File: config.mk
export PLATFORM = sky130hd
export DESIGN_NAME = mvr_regs
export DESIGN_NICKNAME = d
export VERILOG_FILES = /design/src/verilog/mvr_pkg.sv /design/src/verilog/mvr_regs.sv /design/src/verilog/mvr_timer.sv
export SDC_FILE = /design/constraint.sdc
export NUM_CORES = 1
export LEC_CHECK = 0
export BUFFER_PORTS_ARGS = -buffer_cell sky130_fd_sc_hd__buf_2
export CORE_UTILIZATION = 58
export DETAILED_ROUTE_END_ITERATION = 16
export PLACE_DENSITY_LB_ADDON = 0.08
export SLEW_MARGIN = 25
export SYNTH_ARGS = -nofsm -noshare
export SYNTH_HDL_FRONTEND = slang
export SYNTH_SLANG_ARGS = --single-unit
File: constraint.sdc
create_clock -name i_mclk -period 6.17 [get_ports i_mclk]
set_input_delay 1.234 -clock i_mclk [delete_from_list [all_inputs] [get_ports i_mclk]]
set_output_delay 1.234 -clock i_mclk [all_outputs]
set_load 0.005 [all_outputs]
File: src/verilog/mvr_pkg.sv
// constants and types shared by the meter register interface
package mvr_pkg;

  // register byte offsets within the 64-byte block
  localparam logic [5:0] OFS_IDENT = 6'h00;
  localparam logic [5:0] OFS_MODEL = 6'h02;
  localparam logic [5:0] OFS_CTRL_STAT = 6'h04;
  localparam logic [5:0] OFS_CMD_QUERY = 6'h08;
  localparam logic [5:0] OFS_PARAM = 6'h0A;
  localparam logic [5:0] OFS_READING = 6'h0C;
  localparam int ADDR_W = 6;
  localparam int DATA_W = 16;

  // control bit positions
  localparam int CTL_RESET = 0;
  localparam int CTL_FAIL_INHIBIT = 1;
  localparam int CTL_SAMPLE = 2;

  // status bit positions
  localparam int ST_READY = 0;
  localparam int ST_QUERY = 1;
  localparam int ST_PASSED = 2;
  localparam int ST_EXTENDED = 3;
  localparam int ST_DATA = 4;
  localparam int ST_CONV = 5;
  localparam int ST_NO_ERROR_FLAG = 6;
  localparam int ST_DONE = 7;

  // identification fields
  localparam logic [1:0] CLASS_REGISTER = 2'h3;
  localparam logic [1:0] ADDR_MODE_A16 = 2'h3;
  localparam logic [7:0] UPPER_FILL = 8'hFF;

  // values after reset
  localparam logic [15:0] RDATA_RST = 16'h0000;
  localparam logic [7:0] BYTE_RST = 8'h00;
  localparam logic [15:0] WORD_RST = 16'h0000;

  // aperture opcodes
  localparam logic [2:0] APER_267MS = 3'h0;
  localparam logic [2:0] APER_16MS7 = 3'h1;
  localparam logic [2:0] APER_320MS = 3'h2;
  localparam logic [2:0] APER_20MS = 3'h3;
  localparam logic [2:0] APER_2MS5 = 3'h4;
  localparam logic [2:0] APER_100US = 3'h5;
  localparam logic [2:0] APER_10US = 3'h6;

  // times in microseconds, cycle counts at the 20 MHz clock
  localparam int CLK_MHZ = 20;
  localparam int CONV_US = 400;
  localparam int AP10US_US = 10;
  localparam int AP100US_US = 100;
  localparam int AP2MS5_US = 2500;
  localparam int AP16MS7_US = 16700;
  localparam int AP20MS_US = 20000;
  localparam int AP267MS_US = 267000;
  localparam int AP320MS_US = 320000;
  localparam int CONV_CYC = CONV_US * CLK_MHZ;
  localparam int AP10US_CYC = AP10US_US * CLK_MHZ;
  localparam int AP100US_CYC = AP100US_US * CLK_MHZ;
  localparam int AP2MS5_CYC = AP2MS5_US * CLK_MHZ;
  localparam int AP16MS7_CYC = AP16MS7_US * CLK_MHZ;
  localparam int AP20MS_CYC = AP20MS_US * CLK_MHZ;
  localparam int AP267MS_CYC = AP267MS_US * CLK_MHZ;
  localparam int AP320MS_CYC = AP320MS_US * CLK_MHZ;
  localparam int TIMER_W = 24;

  // command handshake states
  typedef enum logic [2:0] {
    CS_RESET = 3'b001,
    CS_READY = 3'b010,
    CS_BUSY = 3'b100
  } mvr_cmd_st_e;

endpackage : mvr_pkg

File: src/verilog/mvr_regs.sv
// register interface of the meter: control, opcodes, status, id, reply, reading
`timescale 1ns/1ps

// How it works
// - control bit 0 holds device in reset
// - control bit 1 inhibits driving the fail line
// - fail line driven during and after failed self-test
// - control bit 2 triggers one measurement, only while waiting for trigger with control as sample source
// - command at 08, parameter at 0A, low bytes
// - checked error clears no-error flag, operation continues
// - id bits 15:14 report register-based class
// - id bits 13:12 report A16-only addressing
// - id bits 11:0 fixed manufacturer code
// - model register returns fixed model code
// - status bit 7 low while processing command
// - bit 6 no-error flag, low on error, code kept until read
// - bit 4 reading available, cleared on read/invalidate
// - bit 2 passed, bit 3 low means extended test
// - bit 1 query reply waiting, cleared on read
// - bit 0 ready for command, cleared on write
// - bit 7 valid only while bit 0 high
// - bits 6,5,4,1 valid only while bit 7 high
module mvr_regs
  import mvr_pkg::*;
#(
  parameter logic [11:0] MFR_CODE = 12'h5A3, // arbitrary value
  parameter logic [15:0] MODEL_CODE = 16'h1C2D, // arbitrary value
  parameter int P_CONV_CYC = mvr_pkg::CONV_CYC,
  parameter int P_AP2MS5_CYC = mvr_pkg::AP2MS5_CYC,
  parameter int P_AP16MS7_CYC = mvr_pkg::AP16MS7_CYC,
  parameter int P_AP20MS_CYC = mvr_pkg::AP20MS_CYC,
  parameter int P_AP267MS_CYC = mvr_pkg::AP267MS_CYC,
  parameter int P_AP320MS_CYC = mvr_pkg::AP320MS_CYC
) (
  input wire logic i_mclk,
  input wire logic i_reset,
  input wire logic [mvr_pkg::ADDR_W-1:0] i_addr,
  input wire logic i_wr,
  input wire logic i_rd,
  input wire logic [mvr_pkg::DATA_W-1:0] i_wdata,
  output logic [mvr_pkg::DATA_W-1:0] o_rdata,
  output logic o_dev_reset,
  output logic o_sysfail_oe_n,
  output logic o_sample,
  output logic o_cmd_strobe,
  output logic o_param_strobe,
  output logic [7:0] o_opcode,
  output logic o_reading_taken,
  input wire logic i_cmd_done,
  input wire logic i_cmd_error,
  input wire logic [7:0] i_error_code,
  input wire logic i_query_valid,
  input wire logic [7:0] i_query_data,
  input wire logic i_reading_valid,
  input wire logic [15:0] i_reading_data,
  input wire logic i_data_invalidate,
  input wire logic i_selftest_run,
  input wire logic i_selftest_ext,
  input wire logic i_selftest_fail,
  input wire logic i_wait_trigger,
  input wire logic i_sample_src_ctrl,
  input wire logic i_conv_start,
  input wire logic i_autozero,
  input wire logic [2:0] i_aperture
);
  import mvr_pkg::*;

  ////////////////////////////////////////////////////////////////////////////////
  // state

  typedef struct packed {
    logic ctrl_reset;
    logic fail_inhibit;
    mvr_cmd_st_e cmd_st;
    logic no_error;
    logic [7:0] err_code;
    logic err_pending;
    logic [7:0] q_data;
    logic q_ready;
    logic [15:0] reading;
    logic data_ready;
    logic [15:0] rdata;
    logic sysfail_oe_n;
    logic sample;
    logic cmd_strobe;
    logic param_strobe;
    logic [7:0] opcode;
    logic reading_taken;
  } mvr_regs_s;

  mvr_regs_s r_ff;
  mvr_regs_s nxt_r;
  logic conv_busy;
  logic conv_load;
  logic [TIMER_W-1:0] conv_len;
  logic [15:0] status_word;
  logic passed;

  ////////////////////////////////////////////////////////////////////////////////
  // conversion timer

  // autozero sets the flag length to the aperture, except the two longest
  always_comb
  begin
    conv_len = TIMER_W'(P_CONV_CYC);
    if (i_autozero)
    begin
      unique case (i_aperture)
        APER_16MS7: conv_len = TIMER_W'(P_AP16MS7_CYC);
        APER_20MS: conv_len = TIMER_W'(P_AP20MS_CYC);
        APER_2MS5: conv_len = TIMER_W'(P_AP2MS5_CYC);
        APER_100US: conv_len = TIMER_W'(AP100US_CYC);
        APER_10US: conv_len = TIMER_W'(AP10US_CYC);
        default: conv_len = TIMER_W'(P_CONV_CYC);
      endcase
    end
  end

  assign conv_load = (r_ff.sample | i_conv_start) & ~r_ff.ctrl_reset;

  mvr_timer #(
    .WIDTH(TIMER_W)
  ) u_conv_timer (
    .i_mclk(i_mclk),
    .i_reset(i_reset | r_ff.ctrl_reset),
    .i_load(conv_load),
    .i_count(conv_len),
    .o_busy(conv_busy)
  );

  ////////////////////////////////////////////////////////////////////////////////
  // status word

  // an extended test keeps passed high, so bit 3 low with bit 2 high marks it
  assign passed = ~r_ff.ctrl_reset & ~i_selftest_fail & ~(i_selftest_run & ~i_selftest_ext);

  always_comb
  begin
    status_word = {UPPER_FILL, 8'h00};
    status_word[ST_READY] = (r_ff.cmd_st == CS_READY);
    status_word[ST_DONE] = (r_ff.cmd_st == CS_READY);
    status_word[ST_QUERY] = r_ff.q_ready;
    status_word[ST_PASSED] = passed;
    status_word[ST_EXTENDED] = ~(i_selftest_run & i_selftest_ext);
    status_word[ST_DATA] = r_ff.data_ready;
    status_word[ST_CONV] = conv_busy;
    status_word[ST_NO_ERROR_FLAG] = r_ff.no_error;
  end

  ////////////////////////////////////////////////////////////////////////////////
  // next state

  always_comb
  begin
    nxt_r = r_ff;
    nxt_r.sample = 1'b0;
    nxt_r.cmd_strobe = 1'b0;
    nxt_r.param_strobe = 1'b0;
    nxt_r.reading_taken = 1'b0;

    // writes: only the low byte is looked at
    if (i_wr)
    begin
      unique case (i_addr)
        OFS_CTRL_STAT:
        begin
          nxt_r.ctrl_reset = i_wdata[CTL_RESET];
          nxt_r.fail_inhibit = i_wdata[CTL_FAIL_INHIBIT];
          nxt_r.sample = i_wdata[CTL_SAMPLE] & i_wait_trigger & i_sample_src_ctrl
            & ~r_ff.ctrl_reset;
        end
        OFS_CMD_QUERY:
        begin
          if (r_ff.cmd_st == CS_READY)
          begin
            nxt_r.opcode = i_wdata[7:0];
            nxt_r.cmd_strobe = 1'b1;
            nxt_r.cmd_st = CS_BUSY;
            nxt_r.no_error = 1'b1;
          end
        end
        OFS_PARAM:
        begin
          if (r_ff.cmd_st == CS_READY)
          begin
            nxt_r.opcode = i_wdata[7:0];
            nxt_r.param_strobe = 1'b1;
            nxt_r.cmd_st = CS_BUSY;
          end
        end
        default:
        begin
        end
      endcase
    end

    // reads: data is registered, side effects act with the read
    if (i_rd)
    begin
      unique case (i_addr)
        OFS_IDENT: nxt_r.rdata = {CLASS_REGISTER, ADDR_MODE_A16, MFR_CODE};
        OFS_MODEL: nxt_r.rdata = MODEL_CODE;
        OFS_CTRL_STAT: nxt_r.rdata = status_word;
        OFS_CMD_QUERY:
        begin
          if (r_ff.q_ready)
          begin
            nxt_r.rdata = {UPPER_FILL, r_ff.q_data};
            nxt_r.q_ready = 1'b0;
          end
          else
          begin
            nxt_r.rdata = {UPPER_FILL, r_ff.err_code};
            nxt_r.err_pending = 1'b0;
          end
        end
        OFS_READING:
        begin
          nxt_r.rdata = r_ff.reading;
          if (r_ff.data_ready)
          begin
            nxt_r.data_ready = 1'b0;
            nxt_r.reading_taken = 1'b1;
          end
        end
        default: nxt_r.rdata = RDATA_RST;
      endcase
    end

    // device side events: sets win over host clears
    if (i_data_invalidate)
      nxt_r.data_ready = 1'b0;
    if (i_reading_valid)
    begin
      nxt_r.reading = i_reading_data;
      nxt_r.data_ready = 1'b1;
    end
    if (i_query_valid)
    begin
      nxt_r.q_data = i_query_data;
      nxt_r.q_ready = 1'b1;
    end
    if (i_cmd_error)
    begin
      nxt_r.no_error = 1'b0;
      nxt_r.err_code = i_error_code;
      nxt_r.err_pending = 1'b1;
    end
    if (i_cmd_done && r_ff.cmd_st == CS_BUSY)
      nxt_r.cmd_st = CS_READY;

    // soft reset holds the handshake idle for as long as it is set
    unique case (r_ff.cmd_st)
      CS_RESET:
      begin
        if (!nxt_r.ctrl_reset)
          nxt_r.cmd_st = CS_READY;
      end
      CS_READY, CS_BUSY:
      begin
        if (nxt_r.ctrl_reset)
          nxt_r.cmd_st = CS_RESET;
      end
      default: nxt_r.cmd_st = CS_RESET;
    endcase
    if (r_ff.ctrl_reset)
    begin
      nxt_r.no_error = 1'b1;
      nxt_r.err_pending = 1'b0;
      nxt_r.q_ready = 1'b0;
      nxt_r.data_ready = 1'b0;
    end

    // open-drain fail line, enable low while pulling
    nxt_r.sysfail_oe_n = ~((i_selftest_run | i_selftest_fail)
      & ~nxt_r.fail_inhibit);
  end

  ////////////////////////////////////////////////////////////////////////////////
  // registers

  always_ff @(posedge i_mclk)
  begin
    if (i_reset)
    begin
      r_ff <= '0;
      r_ff.cmd_st <= CS_READY;
      r_ff.no_error <= 1'b1;
      r_ff.sysfail_oe_n <= 1'b1;
      r_ff.rdata <= RDATA_RST;
      r_ff.reading <= WORD_RST;
      r_ff.q_data <= BYTE_RST;
      r_ff.err_code <= BYTE_RST;
      r_ff.opcode <= BYTE_RST;
    end
    else
    begin
      r_ff <= nxt_r;
    end
  end

  assign o_rdata = r_ff.rdata;
  assign o_dev_reset = r_ff.ctrl_reset;
  assign o_sysfail_oe_n = r_ff.sysfail_oe_n;
  assign o_sample = r_ff.sample;
  assign o_cmd_strobe = r_ff.cmd_strobe;
  assign o_param_strobe = r_ff.param_strobe;
  assign o_opcode = r_ff.opcode;
  assign o_reading_taken = r_ff.reading_taken;
endmodule // mvr_regs

File: src/verilog/mvr_timer.sv
// loadable countdown that holds a busy level until it expires
`timescale 1ns/1ps
module mvr_timer #(
  parameter int WIDTH = 24
) (
  input wire logic i_mclk,
  input wire logic i_reset,
  input wire logic i_load,
  input wire logic [WIDTH-1:0] i_count,
  output logic o_busy
);
  import mvr_pkg::*;

  typedef struct packed {
    logic [WIDTH-1:0] count;
    logic busy;
  } mvr_timer_s;

  mvr_timer_s r_ff;
  mvr_timer_s nxt_r;

  always_comb
  begin
    nxt_r = r_ff;
    if (i_load)
    begin
      nxt_r.count = i_count;
      nxt_r.busy = 1'b1;
    end
    else if (r_ff.busy)
    begin
      nxt_r.count = r_ff.count - 1'b1;
      if (r_ff.count <= 1)
        nxt_r.busy = 1'b0;
    end
  end

  always_ff @(posedge i_mclk)
  begin
    if (i_reset)
      r_ff <= '0;
    else
      r_ff <= nxt_r;
  end

  assign o_busy = r_ff.busy;
endmodule // mvr_timer

Word-level counts from Yosys, hierarchy flattened

Cells that the tools add are included.

Mux-type cells: 33
Add/subtract/negate cells: 1
Reductions and logical operators: 21
Equal/unequal tests: 15
$lt $le $gt $ge: 1
Bitwise gates (word level): 25

Operators by type and width:

| kind                                                                              | number |
|---|---|
| 19-bit one-hot mux with 5 select lines                                            | 1 |
| 16-bit one-hot mux with 5 select lines                                            | 1 |
| 25-bit 2-to-1 mux                                                                 | 2 |
| 24-bit by 1-bit less-or-equal comparator with 1-bit output, second input constant | 1 |
| 24-bit by 1-bit subtractor with 24-bit output, second input constant              | 1 |
| 19-bit 2-to-1 mux                                                                 | 1 |
| 6-bit by 4-bit == test with 1-bit output, second input constant                   | 3 |
| 17-bit 2-to-1 mux                                                                 | 1 |
| 8-bit 2-to-1 mux                                                                  | 2 |
| 8-bit one-hot mux with 2 select lines                                             | 1 |
| 2-bit nonzero test                                                                | 7 |
| 1-bit 2-to-1 mux                                                                  | 13 |
| 1-bit inverter                                                                    | 13 |
| 3-bit == test, second input constant                                              | 4 |
| 3-bit 2-to-1 mux                                                                  | 4 |
| 3-bit one-hot mux with 2 select lines                                             | 2 |
| 3-bit OR reduction                                                                | 4 |
| 10-bit 2-to-1 mux                                                                 | 1 |
| 1-bit AND                                                                         | 9 |
| 9-bit 2-to-1 mux                                                                  | 1 |
| 3-bit by 1-bit == test with 1-bit output, second input constant                   | 2 |
| 3-bit by 2-bit == test with 1-bit output, second input constant                   | 2 |
| 6-bit by 2-bit == test with 1-bit output, second input constant                   | 1 |
| 6-bit by 3-bit == test with 1-bit output, second input constant                   | 1 |
| other kinds (12)                                                                  | 18 |

Word-level logic and storage cells: 114
Output and inout port bits: 30
Register bits: 94

Logic depth before layout (Yosys ltp)

Word-level depth: 8
Depth in mapped cells: 7
Mapped depth without buffers: 6

Cells and area by module

Synthesis repeated with hierarchy kept, for this count alone.

Cell total of the unflattened synthesis: 521
Area total of the unflattened synthesis: 4568.1 um^2

Modules (own cells, without submodules):

| module    | times used | cells an instance | area each (um^2) |
|---|---|---|---|
| mvr_regs  | 1          | 354               | 3168.0 |
| mvr_timer | 1          | 167               | 1400.1 |

Least setup slack after synthesis

No wires, ideal clock.

Path type: input to register
Start: input port i_addr[3] (netlist name)
End: register r_ff[66] (netlist name)
Cell stages on the path: 7
Setup time: 0.114 ns
Required time: 6.056 ns
Arrival time: 2.493 ns
Setup slack: 3.563 ns
Buffers on the path: 3
Path through: clkbuf_1 > nor2b_1 > clkbuf_1 > nand4_1 > clkbuf_1 > o2bb2ai_1 > a21o_1

Longest elaborated chain between the ends: 6
Elaborated cells on any way between the ends: 10
Classes of those cells: eq/ne: 3; mux: 7

RTL lines:

| element                                   | line                             | source |
|---|---|---|
| start, declared                           | mvr_regs.sv:37                   | `input wire logic [mvr_pkg::ADDR_W-1:0] i_addr,` |
| 6-bit by 4-bit == test with 1-bit output  | mvr_regs.sv:164                  | `unique case (i_addr)` |
| 3-bit one-hot mux with 2 select lines     | mvr_regs.sv:164                  |  |
| 6-bit 2-to-1 mux (*)                      | mvr_regs.sv:162                  | `if (i_wr)` |
| 3-bit 2-to-1 mux                          | mvr_regs.sv:249                  | `if (i_cmd_done && r_ff.cmd_st == CS_BUSY)` |
| 3-bit 2-to-1 mux (on tied branches)       | mvr_regs.sv:261, mvr_regs.sv:256 |  |
| 3-bit one-hot mux with 2 select lines (*) | mvr_regs.sv:253                  | `unique case (r_ff.cmd_st)` |
| end signal, assigned                      | mvr_regs.sv:298                  | `r_ff <= nxt_r;` |
| end, declared                             | mvr_regs.sv:91                   | `mvr_regs_s r_ff;` |

Every way passes the cells marked *; elsewhere a longest branch is shown, timed or not. The select of a mux whose other input is x is not followed.
A chain may end at the register's enable or synchronous reset.

Worst setup path after layout

Start: input port i_addr[1] (netlist name)
End: register r_ff[67] (netlist name)

The elaborated chain is that of the path after synthesis.

==> metrics.csv <==
stage,metric,value,unit
routing,wl_per_cell,15.3,um
clocking,h-tree-depth,3,
setup_path,cp_cell_sequence,buf_2 -> nor4_2 -> buf_4 -> nand4_1 -> a21o_1 -> a2111oi_0,
floorplan,rows,31,
cells_and_area,num_antenna_cells,0,
logic_synthesis,avgSynthCellArea,8.93,um2
floorplan,initial_utilization,61.0,%
cells_and_area,syn2layout_area_growth,11.6,%
clocking,cts_buffers,9,
clocking,path_clk_slew,0.08,ns
routing,drc,0,
placed_design,place_ws,2.97,ns
clocking,cts_hold_buf,0,
power_and_ir_drop,p_int,0.000933,W
cells_and_area,final_area,0.00501,mm2
clocking,post-cts-setup-buffers,0,
cells_and_area,drive_gt1_share,22.1,%
cells_and_area,fill_cells,656,
logic_synthesis,yosysSeqAreaShare,41.9,%
routing,num_vias,3782,
flow_run,maxCapViolations,0,
logic_synthesis,synthArstFlopShare,0,%
grt,antenna_found_initial,1,
grt,grt_max_degree,67,
placed_design,place_area,0.00480,mm2
logic_synthesis,yosys-top-cells-area,"dfxtp_1 42%, mux2i_1 12%, nor2_1 5.6%",
clocking,clk_latency,0.35,ns
timing,hold_slack,0.458,ns
timing,relSlewSlack,49.6,%
timing,skew,0.0122,ns
setup_path,r2r-start,r_ff[66],
setup_path,crit_fanout,14,
logic_synthesis,postSynthCellCount,503,
timing,fmax,353,MHz
power_and_ir_drop,power.leakage,2.21,nW
floorplan,core-area,0.00737,mm2
power_and_ir_drop,power.density,252,mW/mm2
setup_path,critPathLaunch,i_addr[1],
grt,grt-ovfl-total,0,
timing,maxSlewViolCount,0,
placed_design,place.gp.congestion,0.878,
timing,grt_setup_unrepaired,false,
floorplan,dieWidth,90,um
logic_synthesis,yosysWarnings,0,
setup_path,cp.arrival,3.06,ns
timing,finalHoldViolations,0,
timing,setup_violations,0,
timing,fin_ws,3.34,ns
clocking,cts-resized-gates,0,
power_and_ir_drop,pwr-share-clk,34.0,%
routing,drtAntennaViolNets,0,
power_and_ir_drop,seq_power_share,52.4,%
min_path,min-delay-start,r_ff[29],
setup_path,critPathLaunchType,primary input,
routing,first_iter_violations,242,
floorplan,io_pins,103,
timing,min_period,2.83,ns
timing,tns,0,ns
setup_path,critical_path_class,in -> reg,
grt,grt_usage,25.5,%
setup_path,crit_required,6.40,ns
power_and_ir_drop,comb_power_share,13.7,%
logic_synthesis,synth_nets,578,
logic_synthesis,synth_area,0.00449,mm2
timing,period_share,45.9,%
min_path,hp-class,reg -> reg,
cells_and_area,fin_nets,632,
power_and_ir_drop,switching_share,26.1,%
clocking,tritoncts,yes,
power_and_ir_drop,peakVddDrop,147,uV
clocking,cts_buffer_depth,2,
placed_design,dpl.hpwl,7310,um
power_and_ir_drop,switchingPower,0.000329,W
setup_path,cpPeakStageDelay,0.63,ns
grt,grt_pass1_vias,3449,
logic_synthesis,synth-edff-count,0,
grt,grt_pass1_wl,16700,um
floorplan,die_area,0.00810,mm2
routing,dr.pass1.iters,4,
logic_synthesis,synth_top_area_share,41.9,%
logic_synthesis,synth_cell_types,66,
outcome,status,"complete, no violations",
routing,vias_per_cell,5.72,
placed_design,port-buffer-count,94,
routing,totalWireLength,10100,um
setup_path,slowest_stage,nor4_2,
power_and_ir_drop,p_total,0.00126,W
logic_synthesis,synth-seq-cells,94,
setup_path,worstSetupEndpointType,flip-flop,
logic_synthesis,yosys.area.top_type,dfxtp_1,
clocking,clockRootBuffer,clkbuf_8,
floorplan,die_y,90,um
clocking,cts.sinks,94,
logic_synthesis,synth_flop_cell,dfxtp_1,
timing,worstMarginPinSlew,0.755,ns
per-stage QoR:
stage / cells / util [%]
floorplan: 503 / -
global placement: 645 / 65.1
detailed placement: 645 / 65.1
CTS: 661 / 68.0
global route: 661 / 68.0
finish: 661 / 68.0
routing by layer:
layer / global-route usage (%) / part of all wire, % / wire [um] / up-vias
met1: 38.0 / 49 / 4950 / 1746
met3: 3.98 / 6.4 / 652 / 13
met2: 37.8 / 44 / 4410 / 119
met5: 0 / 0.13 / 13 / -
li1: - / - / - / 1902
met4: 7.80 / 1.0 / 102 / 2
placed cells by master, fill, tap and decap left out, types with 6 or more instances in the layout:
cell	instances
mux2i_1	52
inv_1	7
buf_2	94
nor4_1	7
o21ai_0	10
or4_1	15
nor3_1	12
nor2_1	67
a21oi_1	31
nand2_1	25
xor2_1	6
dfxtp_1	94
o31ai_1	9
clkbuf_8	12
xnor2_1	8
a31oi_1	7
nand3_1	11
or3_1	6
sequential cells by signal (all words and copies together) (netlist names):
name                 cells
o_param_strobe           1
o_sysfail_oe_n           1
o_sample                 1
o_opcode                 8
o_dev_reset              1
o_rdata                 16
o_cmd_strobe             1
o_reading_taken          1
u_conv_timer.o_busy      1
r_ff                    39
u_conv_timer.r_ff       24
worst paths after layout:
check	slack, ns	cells past startpoint	to
worst max register to register	3.83	4	r_ff[66]
worst max-delay path	3.34	6	r_ff[67]
worst min-delay path	0.46	2	o_reading_taken
worst min register to register	0.46	2	o_reading_taken
cell usage after synthesis (all sizes together), types with 5 or more instances:
library cell   n
or4           16
inv            7
buf           31
nand3         11
nand2         25
nor3          12
xnor2          8
nor4           8
mux2i         52
a21oi         31
nor2          67
o211ai         5
o21ai         13
clkbuf        24
a31oi          7
dfxtp         94
o31ai          9
or2            6
or3            7
xor2           6
logic make-up (layout without fill, tap and decap cells):
logic type                 Yosys count  in the layout  share of synthesized area, %
AOI/OAI and AO/OA                   98             98                          14.3
xor gates and xnor gates            14             14                          2.73
adders and majority gates            2              2                         0.557
buffers and inverters               62            121                          7.72
DFF                                 94             94                          41.9
muxes                               53             53                          11.8
and+or+nand+nor                    180            180                          20.9
layout make-up:
| class | count | area (um2) | area share [%] |
|---|---|---|---|
| multi-input cells | 347 | 2260 | 45.1 |
| well taps | 99 | 124 | 2.47 |
| flip-flops and latches | 94 | 1880 | 37.5 |
| inverters | 7 | 26.3 | 0.524 |
| repair buffers | 98 | 500 | 9.98 |
| clock buffers | 12 | 165 | 3.29 |
| clock inverters | 4 | 53.8 | 1.07 |
critical path, delay by kind of cell:
kind | cells | cell delay, ns
simple gates | 2 | 0.77
compound gates | 2 | 0.56
buf+inv | 2 | 0.49
power groups by stage:
| stage | combinational, W | sequential (W) | clock (W) |
|---|---|---|---|
| 3_3_place_gp | 0.000166 | 0.000673 | 0 |
| 6_report | 0.000172 | 0.000661 | 0.000429 |
| 3_5_place_dp | 0.000170 | 0.000674 | 0 |
| 2_1_floorplan | 0.000128 | 0.000664 | 0 |
| 4_1_cts | 0.000171 | 0.000660 | 0.000437 |
| 5_1_grt | 0.000192 | 0.000665 | 0.000462 |
No activity file was read; power rests on OpenSTA's default activity.
